### src/pkg/ssm_map.svh
// Register offsets, field positions, reset values and timing figures of the status bank.
// Assumes it is included by its bare name wherever these values are needed.
`ifndef SSM_MAP_SVH
`define SSM_MAP_SVH
`define SSM_ADDR_W 8
`define SSM_OFS_PWR_LOSS 8'h00
`define SSM_OFS_SPARE 8'h04
`define SSM_OFS_ERR 8'h08
`define SSM_OFS_MAX_CYC 8'h0c
`define SSM_OFS_CUR_CYC 8'h10
`define SSM_OFS_CTRL 8'h14
`define SSM_OFS_LIMIT 8'h18
`define SSM_OFS_ERR_CLR 8'h1c
`define SSM_BIT_SETUP_PWR 0
`define SSM_BIT_SETUP_START 1
`define SSM_BIT_SETUP_RUN 2
`define SSM_BIT_LONG_CYC 5
`define SSM_BIT_PROG_FULL 6
`define SSM_BIT_UNSUP_INSTR 7
`define SSM_BIT_BAD_AREA 8
`define SSM_BIT_FLASH 9
`define SSM_BIT_RODATA 10
`define SSM_BIT_SETUP_CSUM 11
`define SSM_BIT_PROG_ERR 12
`define SSM_BIT_UNUSED 13
`define SSM_BIT_SAVE_ERR 14
`define SSM_ERR_IMPL_MASK 16'h5fe7
`define SSM_WORD_RESET 16'h0000
`define SSM_BCD_MAX 16'h9999
`define SSM_BCD_ONE 16'h0001
`define SSM_CTRL_UNIT_LSB 0
`define SSM_CLK_PERIOD_NS 8
`define SSM_BASE_UNIT_NS 100000
`define SSM_DIV_BASE 7'h01
`define SSM_DIV_1MS 7'h0a
`define SSM_DIV_10MS 7'h64
`endif

### src/pkg/ssm_pkg.sv
// Types shared by the status bank.
// Assumes the map header supplies all numeric values except the enum codes set here.
package ssm_pkg;
	typedef enum logic [1:0] {
		SSM_UNIT_DEFAULT = 2'h0,
		SSM_UNIT_10MS = 2'h1,
		SSM_UNIT_100MS = 2'h2,
		SSM_UNIT_1S = 2'h3
	} ssm_unit_type;
	typedef enum logic [1:0] {
		SSM_STOPPED = 2'b01,
		SSM_RUNNING = 2'b10
	} ssm_mode_type;
endpackage : ssm_pkg

### src/hdl/ssm_status_bank.sv
// Status word bank of a small controller: power loss count, self-check error flags and scan cycle times.
// Assumes one clock, event inputs that are one-cycle pulses synchronous to sys_clk, and a simple
// strobe register port whose read data appear one cycle after the read strobe.
//
// Decided for this implementation: the address-and-strobe port and the placing of the registers.
`timescale 1ns/1ps
`include "ssm_map.svh"
//
// Behaviour
// Power-up setup fault found at power-on sets error bit 00.
// Start-up setup fault found at operation start sets error bit 01.
// Fault in continuously read setup words sets error bit 02.
// Scan cycle longer than configured limit sets error bit 05.
// Program storage full sets error bit 06.
// Unsupported instructions in program set error bit 07.
// Operand address in no existing data area sets error bit 08.
// Flash memory fault sets error bit 09.
// Read-only data checksum mismatch sets bit 10 and requests region initialise.
// Setup parameter area checksum mismatch sets error bit 11.
// Program checksum mismatch or improper instruction sets error bit 12.
// Unused error bit 13 is forced to zero at every power-on.
// Retained data lost across power loss sets bit 14 at power-on.
// Lost retained data requests clearing of retained areas and stopped mode.
// Longest scan cycle since start kept as four BCD digits.
// Longest cycle cleared at operation start, kept at operation stop.
// Cycle unit from setup selection: 0.1 ms, 0.1 ms, 1 ms, 10 ms.
// Latest scan cycle stored in BCD, retained after operation stops.
// Status words keep contents across power loss and run/stop changes.
// Cycle measured scan start to scan start, counted in BCD units.
module ssm_status_bank #(
	parameter int BASE_TICK_CYCLES = `SSM_BASE_UNIT_NS / `SSM_CLK_PERIOD_NS
) (
	input logic sys_clk,
	input logic rst,
	input logic [`SSM_ADDR_W-1:0] reg_addr,
	input logic [31:0] reg_wdata,
	input logic reg_wr,
	input logic reg_rd,
	output logic [31:0] reg_rdata,
	input logic power_on,
	input logic run_start,
	input logic run_stop,
	input logic scan_start,
	input logic setup_power_up_err,
	input logic setup_start_up_err,
	input logic setup_run_err,
	input logic program_full,
	input logic unsupported_instr,
	input logic bad_area_address,
	input logic flash_fault,
	input logic rodata_csum_err,
	input logic setup_csum_err,
	input logic program_csum_err,
	input logic improper_instr,
	input logic retained_lost,
	output logic rodata_init_req,
	output logic retained_clear_req,
	output logic force_program_mode,
	output logic running
);

	localparam int TICK_W = $clog2(BASE_TICK_CYCLES + 1);

	// Adds one to a four-digit BCD word, holding at the top instead of wrapping.
	function automatic logic [15:0] bcd_inc(input logic [15:0] v);
		logic [15:0] r;
		logic carry;
		r = v;
		carry = 1'b1;
		if (v == `SSM_BCD_MAX) begin
			carry = 1'b0;
		end
		for (int i = 0; i < 4; i++) begin
			if (carry) begin
				if (r[i*4 +: 4] == 4'h9) begin
					r[i*4 +: 4] = 4'h0;
				end else begin
					r[i*4 +: 4] = r[i*4 +: 4] + 4'h1;
					carry = 1'b0;
				end
			end
		end
		return r;
	endfunction : bcd_inc

	// Number of base ticks that make up one stored cycle unit.
	function automatic logic [6:0] unit_div(input ssm_pkg::ssm_unit_type u);
		logic [6:0] d;
		d = `SSM_DIV_BASE;
		unique case (u)
			ssm_pkg::SSM_UNIT_DEFAULT: d = `SSM_DIV_BASE;
			ssm_pkg::SSM_UNIT_10MS: d = `SSM_DIV_BASE;
			ssm_pkg::SSM_UNIT_100MS: d = `SSM_DIV_1MS;
			ssm_pkg::SSM_UNIT_1S: d = `SSM_DIV_10MS;
		endcase
		return d;
	endfunction : unit_div

	// Decodes a register write to one offset; every writable word goes through it.
	function automatic logic wr_hit(input logic wr, input logic [`SSM_ADDR_W-1:0] addr,
		input logic [`SSM_ADDR_W-1:0] ofs);
		return wr && (addr == ofs);
	endfunction : wr_hit

	// Four-digit BCD words order like their binary patterns, so a plain compare finds the longer one.
	function automatic logic bcd_longer(input logic [15:0] a, input logic [15:0] b);
		return a > b;
	endfunction : bcd_longer

	ssm_pkg::ssm_mode_type mode_q;
	ssm_pkg::ssm_unit_type unit_q;
	logic [15:0] limit_q;
	logic [15:0] pwr_loss_q;
	logic [15:0] err_q;
	logic [15:0] err_d;
	logic [15:0] err_set;
	logic [15:0] err_clr;
	logic [15:0] max_cyc_q;
	logic [15:0] cur_cyc_q;
	logic [15:0] cyc_cnt_q;
	logic meas_valid_q;
	logic [TICK_W-1:0] tick_cnt_q;
	logic [6:0] unit_cnt_q;
	logic tick_en;
	logic unit_en;
	logic cycle_done;
	logic long_cycle;
	logic lost_event;
	logic [31:0] rdata_q;
	logic rodata_init_q;
	logic retained_clear_q;
	logic force_prog_q;
	logic [31:0] rd_word;

	assign running = (mode_q == ssm_pkg::SSM_RUNNING);
	assign cycle_done = scan_start && running && meas_valid_q;
	// A zero limit means no limit has been set, so the long cycle check stays quiet.
	assign long_cycle = cycle_done && (limit_q != `SSM_WORD_RESET) && bcd_longer(cyc_cnt_q, limit_q);
	// Power returning without its retained data overrides every mode request.
	assign lost_event = power_on && retained_lost;

	// Both unused one-hot codes fall back to stopped, the state in which nothing is measured.
	always_ff @(posedge sys_clk) begin
		if (rst) begin
			mode_q <= ssm_pkg::SSM_STOPPED;
		end else if (lost_event) begin
			mode_q <= ssm_pkg::SSM_STOPPED;
		end else begin
			unique case (mode_q)
				ssm_pkg::SSM_STOPPED: begin
					if (run_start) begin
						mode_q <= ssm_pkg::SSM_RUNNING;
					end
				end
				ssm_pkg::SSM_RUNNING: begin
					if (run_stop && !run_start) begin
						mode_q <= ssm_pkg::SSM_STOPPED;
					end
				end
				default: begin
					mode_q <= ssm_pkg::SSM_STOPPED;
				end
			endcase
		end
	end

	always_ff @(posedge sys_clk) begin
		if (rst) begin
			unit_q <= ssm_pkg::SSM_UNIT_DEFAULT;
		end else if (wr_hit(reg_wr, reg_addr, `SSM_OFS_CTRL)) begin
			unit_q <= ssm_pkg::ssm_unit_type'(reg_wdata[`SSM_CTRL_UNIT_LSB +: 2]);
		end
	end

	// A limit written in mid-cycle already applies to the cycle then running.
	always_ff @(posedge sys_clk) begin
		if (rst) begin
			limit_q <= `SSM_WORD_RESET;
		end else if (wr_hit(reg_wr, reg_addr, `SSM_OFS_LIMIT)) begin
			limit_q <= reg_wdata[15:0];
		end
	end

	// Base tick and unit enable restart at every scan start, so each cycle counts from a clean phase.
	assign tick_en = (tick_cnt_q == TICK_W'(BASE_TICK_CYCLES - 1));
	// At least rather than equal, so a unit change in mid-cycle cannot stall the count for a wrap.
	assign unit_en = tick_en && (unit_cnt_q >= unit_div(unit_q) - 7'h01);

	always_ff @(posedge sys_clk) begin
		if (rst || scan_start || tick_en) begin
			tick_cnt_q <= '0;
		end else begin
			tick_cnt_q <= tick_cnt_q + TICK_W'(1);
		end
	end

	always_ff @(posedge sys_clk) begin
		if (rst || scan_start || unit_en) begin
			unit_cnt_q <= '0;
		end else if (tick_en) begin
			unit_cnt_q <= unit_cnt_q + 7'h01;
		end
	end

	// The cycle counter is kept in BCD directly, which avoids a binary to BCD converter.
	always_ff @(posedge sys_clk) begin
		if (rst || scan_start) begin
			cyc_cnt_q <= `SSM_WORD_RESET;
		end else if (unit_en) begin
			cyc_cnt_q <= bcd_inc(cyc_cnt_q);
		end
	end

	// The first scan after a start has no earlier scan to measure from, so it only arms the count.
	always_ff @(posedge sys_clk) begin
		if (rst || run_start || !running) begin
			meas_valid_q <= 1'b0;
		end else if (scan_start) begin
			meas_valid_q <= 1'b1;
		end
	end

	// BCD words order the same way as their binary patterns, so a plain compare finds the longer one.
	always_ff @(posedge sys_clk) begin
		if (rst) begin
			max_cyc_q <= `SSM_WORD_RESET;
		end else if (run_start) begin
			max_cyc_q <= `SSM_WORD_RESET;
		end else if (cycle_done && bcd_longer(cyc_cnt_q, max_cyc_q)) begin
			max_cyc_q <= cyc_cnt_q;
		end
	end

	// Only a finished cycle updates this word; stopping and power loss leave it untouched.
	always_ff @(posedge sys_clk) begin
		if (rst) begin
			cur_cyc_q <= `SSM_WORD_RESET;
		end else if (cycle_done) begin
			cur_cyc_q <= cyc_cnt_q;
		end
	end

	// The count holds at its top value, so a long history never reads as only a few losses.
	always_ff @(posedge sys_clk) begin
		if (rst) begin
			pwr_loss_q <= `SSM_WORD_RESET;
		end else if (power_on) begin
			pwr_loss_q <= bcd_inc(pwr_loss_q);
		end
	end

	// Level causes set their flag in every cycle they stand, so a clear only sticks once they are gone.
	always_comb begin
		err_set = '0;
		err_set[`SSM_BIT_SETUP_PWR] = power_on && setup_power_up_err;
		err_set[`SSM_BIT_SETUP_START] = run_start && setup_start_up_err;
		err_set[`SSM_BIT_SETUP_RUN] = setup_run_err;
		err_set[`SSM_BIT_LONG_CYC] = long_cycle;
		err_set[`SSM_BIT_PROG_FULL] = program_full;
		err_set[`SSM_BIT_UNSUP_INSTR] = unsupported_instr;
		err_set[`SSM_BIT_BAD_AREA] = bad_area_address;
		err_set[`SSM_BIT_FLASH] = flash_fault;
		err_set[`SSM_BIT_RODATA] = rodata_csum_err;
		err_set[`SSM_BIT_SETUP_CSUM] = setup_csum_err;
		err_set[`SSM_BIT_PROG_ERR] = program_csum_err || improper_instr;
		err_set[`SSM_BIT_SAVE_ERR] = lost_event;
	end

	always_comb begin
		err_clr = '0;
		if (wr_hit(reg_wr, reg_addr, `SSM_OFS_ERR_CLR)) begin
			err_clr = reg_wdata[15:0];
		end
		// A flag raised in the same cycle as its clear survives.
		err_d = ((err_q & ~err_clr) | err_set) & `SSM_ERR_IMPL_MASK;
		if (power_on) begin
			err_d[`SSM_BIT_UNUSED] = 1'b0;
		end
	end

	// Flags live until software clears them or a cold reset; a power loss alone leaves them alone.
	always_ff @(posedge sys_clk) begin
		if (rst) begin
			err_q <= `SSM_WORD_RESET;
		end else begin
			err_q <= err_d;
		end
	end

	// The request pulses are kept apart so that each can be retimed on its own.
	always_ff @(posedge sys_clk) begin
		if (rst) begin
			rodata_init_q <= 1'b0;
		end else begin
			rodata_init_q <= rodata_csum_err;
		end
	end

	always_ff @(posedge sys_clk) begin
		if (rst) begin
			retained_clear_q <= 1'b0;
		end else begin
			retained_clear_q <= lost_event;
		end
	end

	always_ff @(posedge sys_clk) begin
		if (rst) begin
			force_prog_q <= 1'b0;
		end else begin
			force_prog_q <= lost_event;
		end
	end

	assign rodata_init_req = rodata_init_q;
	assign retained_clear_req = retained_clear_q;
	assign force_program_mode = force_prog_q;

	// Unmapped offsets read zero, so software probing the bank sees no stray bits.
	always_comb begin
		rd_word = '0;
		unique case (reg_addr)
			`SSM_OFS_PWR_LOSS: rd_word[15:0] = pwr_loss_q;
			`SSM_OFS_SPARE: rd_word[15:0] = `SSM_WORD_RESET;
			`SSM_OFS_ERR: rd_word[15:0] = err_q;
			`SSM_OFS_MAX_CYC: rd_word[15:0] = max_cyc_q;
			`SSM_OFS_CUR_CYC: rd_word[15:0] = cur_cyc_q;
			`SSM_OFS_CTRL: rd_word[1:0] = unit_q;
			`SSM_OFS_LIMIT: rd_word[15:0] = limit_q;
			default: rd_word = '0;
		endcase
	end

	// Read data stand for exactly the cycle after the strobe and read zero otherwise.
	always_ff @(posedge sys_clk) begin
		if (rst || !reg_rd) begin
			rdata_q <= '0;
		end else begin
			rdata_q <= rd_word;
		end
	end

	assign reg_rdata = rdata_q;

endmodule : ssm_status_bank

### config.mk
export PLATFORM = sky130hd
export DESIGN_NAME = ssm_status_bank
export DESIGN_NICKNAME = d
export VERILOG_FILES = /design/src/pkg/ssm_pkg.sv /design/src/hdl/ssm_status_bank.sv
export VERILOG_INCLUDE_DIRS = /design/src /design/src/pkg
export SDC_FILE = /design/constraint.sdc
export NUM_CORES = 1
export LEC_CHECK = 0
export BUFFER_PORTS_ARGS = -buffer_cell sky130_fd_sc_hd__buf_2
export CORE_UTILIZATION = 55
export DETAILED_ROUTE_END_ITERATION = 6
export PLACE_DENSITY_LB_ADDON = 0.15
export SYNTH_ARGS = -nofsm -noshare
export SYNTH_HDL_FRONTEND = slang
export SYNTH_SLANG_ARGS = --single-unit
### constraint.sdc
create_clock -name sys_clk -period 4.2 [get_ports sys_clk]
set_clock_uncertainty 0.05 [all_clocks]
set_input_delay 0.42 -clock sys_clk [delete_from_list [all_inputs] [get_ports sys_clk]]
set_output_delay 0.42 -clock sys_clk [all_outputs]
set_load 0.03 [all_outputs]
==> metrics.md, run 1 <==
| Metric | Value |
|---|---|
| Inserted Clock Buffers | 17 |
| Most frequent cells in the layout | dfxtp_1 (136), nand2_1 (113), nor2_1 (88) |
| Pre-CTS WS | about 1.3 ns |
| Simple logic cell fraction of the synthesized area | roughly a quarter |
| RSZ-0062 raised after global routing | false |
| Largest family of logic cells by synthesized area | simple AND/OR/NAND/NOR gates |
| Synth Register Bits | 136 |
| Gate power share | just under 4% |
| Layout cells sized above 1 | 12.6% |
| Layout area overhead | 13.3% |
| Crit path launch type | flip-flop |
| Compound-cell area share of the yosys netlist | approximately 15% |
| Avg Vias per Cell | approximately 5.7 |
| Cells on Worst Hold Path | 3 |
| Layout net count | slightly below 1000 |
| Slew @ Worst Pin | between 0.7 and 0.8 ns |
| Switching portion of total power | between 20% and 30% |
| Setup violations, final | 0 |
| Primary FF master, synth | dfxtp_1 |
| Power Dens Cells | 368 nW/um2 |
| Largest net degree at the start of global routing | a little under 60 |
| Multiplexer area fraction after synthesis | approximately 4.3% |
| Cell Rows | 40 |
| Residual DRC | 0 |
| Top cell type by total area after synthesis | dfxtp_1 |
| Hold Vio Cnt, Final | 0 |
| VDD IR max | approximately 0.30 mV |
| PortBufs | 63 |
| Post-synthesis sequential area ratio | 39.5% |
| DRT Wirelength | roughly 18 mm |
| Post-CTS setup buffer count | 0 |
| Worst Path Max Fanout | 10 |
| Mean Syn Cell Area | about 8 um2 |
| Psw | around 0.00063 W |
| Commonest non-fill, non-tap cell in the layout | dfxtp_1 |
| F_max | roughly 350 MHz |
| Post-Syn Instances | 836 |
| Initial core utilization | between 50% and 60% |
| Synth Area in Adders | between 7 and 8% |
| Hold Crit Class | in -> reg |
| Syn. warnings | 0 |
| Max transition margin | 48.2% |
| Worst Reg-to-Reg Cells | 8 |
| Worst hold slack | roughly 0.16 ns |
| Clock Latency Late Sink | roughly 0.43 ns |
| CTS Buffer Depth | 2 |
| WL/cell | 16.6 um |
| Drt first pass iters | 5 |
| Status | complete, no violations |
| Async set or reset register ratio after synthesis | 0% |
| Worst-path clk slew | ~0.06 ns |
| CP required | 4.45 ns |
| # diodes | 0 |
| Initial antenna violation count | 0 |
| # hold bufs at CTS | 0 |
| Max-cap viol count | 0 |
| Min Tclk post-route | 2.83 ns |
| Unique masters post-synth | 65 |
| Post-cts sizing count | 0 |
| Post-DP HPWL | between 10 and 15 mm |
| CTS tree | built |
| Dominant cells by area after synthesis | dfxtp_1 (39%), ha_1 (7.4%), nand2_1 (6.2%) |
| ANT nets after route | 0 |
| Leakage power | between 3 and 4 nW |
| Overall power | about 0.0029 W |
| Vias in the first global route | 5900 |
| Critical path class | reg -> reg |
| P_int | 0.00225 W |
| Clock root buffer | clkbuf_16 |
| FILL cells | approximately 1100 |
| Initial DRC Count | about 500 |
| Seq pwr share | a little under half |
| Setup ws final | between 1 and 1.5 ns |
| CORE AREA | 12100 um2 |
| Max Slew Vio Count | 0 |
| Gr ovfl total | 0 |
| Synth top area share | between 30% and 40% |
| XOR/XNOR Fraction of Synth Area | under 10% |
| Design area | approximately 8000 um2 |
| Die area | approximately 13000 um2 |
| GRT Total Usage | 29.1% |
| Setup TNS | 0 ns |
| EDFF count, synth | 0 |
| Die Ht | between 100 and 150 um |
| Chip Width | approximately 110 um |
| Critical path endpoint category | flip-flop |
| First-pass GRT wire length | 29.2 mm |
| Post-Syn Area | 6890 um2 |
| Via count | ~6000 |
| Worst EP arrival | between 3 and 4 ns |
| Clock share of power | 50.6% |
| Area post-placement | 7240 um2 |
| Htree depth | 4 |
| IO Pins | 96 |
| Routability cong. | 0.924 |
| Clock Sinks | roughly 140 |
| Final Cycle Share | between 60 and 70% |
cell usage after synthesis, types with 9 or more instances:
| cell type | n |
|---|---|
| nor2_1 | 88 |
| nand3_1 | 17 |
| xor2_1 | 19 |
| and2_1 | 9 |
| a21oi_1 | 79 |
| nor2b_1 | 14 |
| dfxtp_1 | 136 |
| o21ai_0 | 21 |
| xnor2_1 | 10 |
| ha_1 | 41 |
| mux2i_1 | 26 |
| a22oi_1 | 24 |
| clkbuf_1 | 34 |
| buf_4 | 17 |
| inv_1 | 50 |
| nand4_1 | 30 |
| nand2_1 | 113 |
metal layers:
metal / wire length, um / global-route usage (%) / share of wire [%] / vias to the layer above
met5: 0 / 0 / 0 / -
met1: 8000 / 37.4 / 45 / 2873
met3: 1020 / 6.80 / 5.8 / 38
li1: - / - / - / 2963
met2: 8270 / 47.8 / 47 / 197
met4: 404 / 10.1 / 2.3 / 0
cell families after synthesis:
family,Yosys count
buffers and inverters,107
adders and majority gates,41
and+or+nand+nor,329
AOI/OAI and AO/OA,163
DFF,136
muxes,29
xor gates and xnor gates,29
other,2
layout make-up:
cell class              count  area (um2)  area share, %
clock buffers              23         478           6.12
repair buffers             68         353           4.52
well taps                 168         210           2.69
multi-input cells         609        3760           48.2
inverters                  50         188           2.40
clock inverters             9        97.6           1.25
flip-flops and latches    136        2720           34.8
final timing paths:
kind / start / end / slack, ns
setup / recovery: cyc_cnt_q[7] / max_cyc_q[7] / 1.37
hold reg to reg: cur_cyc_q[8] / cur_cyc_q[8] / 0.41
hold / removal: unsupported_instr / err_q[7] / 0.16
setup reg to reg: cyc_cnt_q[7] / max_cyc_q[7] / 1.37
critical path, stage by stage, from the launching register on:
cell	delay, ns
dfxtp_1	0.54
ha_1	0.33
a21oi_1	0.14
o21ai_0	0.11
a221o_1	0.35
o31ai_4	0.57
buf_4	0.33
mux2i_1	0.21
nor2_1	0.06
per-stage QoR:
step	cells	util, %
2_1_floorplan	852	-
3_3_place_gp	1031	59.8
3_5_place_dp	1031	59.8
4_1_cts	1063	64.5
5_1_grt	1063	64.5
6_report	1063	64.5
power by group through the flow:
stage          clock network, W   logic, W  registers (W)
3_5_place_dp                  0   0.000109        0.00134
6_report                0.00145   0.000111        0.00131
3_3_place_gp                  0   0.000107        0.00134
2_1_floorplan                 0  0.0000795        0.00134
5_1_grt                 0.00153   0.000121        0.00131
4_1_cts                 0.00146   0.000110        0.00131
sequential cells by signal, summed over array words and instances (netlist names), 2 cells and up:
| register | flops |
|---|---|
| cur_cyc_q | 16 |
| cyc_cnt_q | 16 |
| err_q | 12 |
| limit_q | 16 |
| max_cyc_q | 16 |
| mode_q | 2 |
| pwr_loss_q | 16 |
| reg_rdata | 16 |
| tick_cnt_q | 14 |
| unit_cnt_q | 7 |
| unit_q | 2 |
Power figures use the tool's default switching activity.
==> run 2: changes to the inputs <==
--- a/config.mk
+++ b/config.mk
@@ -7,7 +7,7 @@
 export NUM_CORES = 1
 export LEC_CHECK = 0
 export BUFFER_PORTS_ARGS = -buffer_cell sky130_fd_sc_hd__buf_2
-export CORE_UTILIZATION = 55
+export CORE_UTILIZATION = 52
 export DETAILED_ROUTE_END_ITERATION = 6
 export PLACE_DENSITY_LB_ADDON = 0.15
 export SYNTH_ARGS = -nofsm -noshare
==> constraint.sdc (replaced) <==
create_clock -name sys_clk -period 2.3 [get_ports sys_clk]
set_clock_uncertainty 0.05 [all_clocks]
set_input_delay 0.23 -clock sys_clk [delete_from_list [all_inputs] [get_ports sys_clk]]
set_output_delay 0.23 -clock sys_clk [all_outputs]
set_load 0.03 [all_outputs]
==> metrics.md, run 2 (synthesis results as in run 1) <==
| Metric | Value |
|---|---|
| Status | finished with violations |
| Failing checks | negative setup slack |
| Slew @ Worst Pin | about 0.65 ns |
| Worst-path clk slew | around 0.060 ns |
| Worst path cell trace | or4b_4 > nor4_4 > o221a_4 > nand3_4 > or3_4 > a21oi_2 |
| Worst EP arrival | 2.62 ns |
| ANT nets after route | 0 |
| CORE AREA | ~13000 um2 |
| VDD IR max | between 0.4 and 0.5 mV |
| IO Pins | 96 |
| WL/cell | between 15 and 20 um |
| # diodes | 0 |
| Final Cycle Share | 101% |
| Initial DRC Count | 473 |
| Drt first pass iters | 7 |
| Inserted Clock Buffers | 17 |
| GRT Total Usage | 28.4% |
| Layout net count | 1066 |
| First-pass GRT wire length | 29.5 mm |
| Largest net degree at the start of global routing | 25 |
| Setup TNS | -0.0215 ns |
| Routability cong. | 0.903 |
| CP delay by family, top | simple AND/OR/NAND/NOR gates |
| Setup ws final | -0.0215 ns |
| Initial antenna violation count | 1 |
| Hold Vio Cnt, Final | 0 |
| Crit path launch type | flip-flop |
| Chip Width | around 120 um |
| Critical path class | reg -> reg |
| Via count | 6433 |
| CTS tree | built |
| Area post-placement | between 7000 and 8000 um2 |
| Vias in the first global route | 6075 |
| Min Tclk post-route | 2.32 ns |
| Power Dens Cells | ~630 nW/um2 |
| Critical path endpoint category | flip-flop |
| Slowest cell on crit path | or4b_4 |
| Crit path buf inv count | 0 |
| Leakage power | about 3.6 nW |
| Die area | between 10000 and 15000 um2 |
| Max transition margin | ~57% |
| Clock Sinks | between 100 and 150 |
| Layout cells sized above 1 | a little over a fifth |
| Cell Rows | 41 |
| Most frequent cells in the layout | dfxtp_1 (131), nand2_1 (113), nor2_1 (87) |
| Design area | slightly below 9000 um2 |
| DRT Wirelength | ~19 mm |
| Setup violations, final | 1 |
| Pre-CTS WS | -0.405 ns |
| Initial core utilization | between 50% and 60% |
| Die Ht | between 100 and 150 um |
| Clock root buffer | clkbuf_16 |
| Gr ovfl total | 0 |
| Worst hold slack | about 0.012 ns |
| Avg Vias per Cell | about 5.6 |
| Clock Latency Late Sink | 0.42 ns |
| CP required | around 2.6 ns |
| Hold Crit Class | in -> reg |
| Max Slew Vio Count | 0 |
| Htree depth | 4 |
| Worst Path Max Fanout | 7 |
| Post-DP HPWL | between 10 and 15 mm |
| Max-cap viol count | 0 |
| Layout area overhead | 26.0% |
| Slowest stage delay, CP | ~0.54 ns |
| RSZ-0062 raised after global routing | true |
| F_max | roughly 430 MHz |
| Residual DRC | 0 |
| PortBufs | 63 |
| Commonest non-fill, non-tap cell in the layout | dfxtp_1 |
| CTS Buffer Depth | 2 |
-- run 2: cell type report --
class                           instances  area [um2]
Inverter                               50         188
Clock buffer                           25         526
Timing Repair Buffer                  151        1010
Clock inverter                          6         110
Tap cell                              172         215
Sequential cell                       136        2730
Multi-Input combinational cell        609        3910
Fill cell                            1054        4090
-- run 2: stage by stage --
| step | utilization [%] | total power [W] | cells |
|---|---|---|---|
| finish | 68.0 | 0.00551 | 1149 |
| global route | 68.0 | 0.00567 | 1149 |
| global placement | 60.4 | 0.00264 | 1098 |
| CTS | 66.4 | 0.00553 | 1143 |
| floorplan | - | 0.00259 | 852 |
| detailed placement | 60.4 | 0.00265 | 1098 |
-- run 2: worst register-to-register path, stage by stage (launching register included) --
cell     delay (ns)
dfxtp_2        0.32
or4b_4         0.54
nor4_4         0.43
o221a_4        0.35
nand3_4        0.10
or3_4          0.34
a21oi_2        0.13
-- run 2: routing by layer --
layer | global-route usage (%) | vias to the layer above | wire, um
met4 | 10.8 | 0 | 330
met2 | 48.1 | 170 | 9050
li1 | - | 3136 | -
met3 | 5.66 | 27 | 900
met5 | 0 | - | 0
met1 | 35.6 | 3100 | 8270
-- run 2: power breakdown --
part           switching [W]  total (W)  internal, W  leakage, nW
combinational       0.000147   0.000220    0.0000727         2.16
clock               0.000999    0.00290      0.00190        0.308
sequential         0.0000138    0.00239      0.00238         1.10
-- run 2: path summary, 6_finish.rpt --
path,from,endpoint,slack (ns),cells past startpoint
worst max-delay path,tick_cnt_q[5],cyc_cnt_q[1],-0.02,6
worst min-delay path,program_csum_err,err_q[12],0.01,3
worst min register to register,err_q[10],reg_rdata[10],0.40,2
worst max register to register,tick_cnt_q[5],cyc_cnt_q[1],-0.02,6
-- run 2: what timing repair did --
| action | 4_1_cts | 5_1_grt |
|---|---|---|
| buffers inserted | 5 | 5 |
| hold buffers | 9 | 0 |
| endpoints found under the hold margin | 9 | 0 |
| pin swaps | 2 | 19 |
| setup endpoints to repair | 22 | 32 |
| resized for setup | 3 | 34 |
| gates cloned | 0 | 1 |
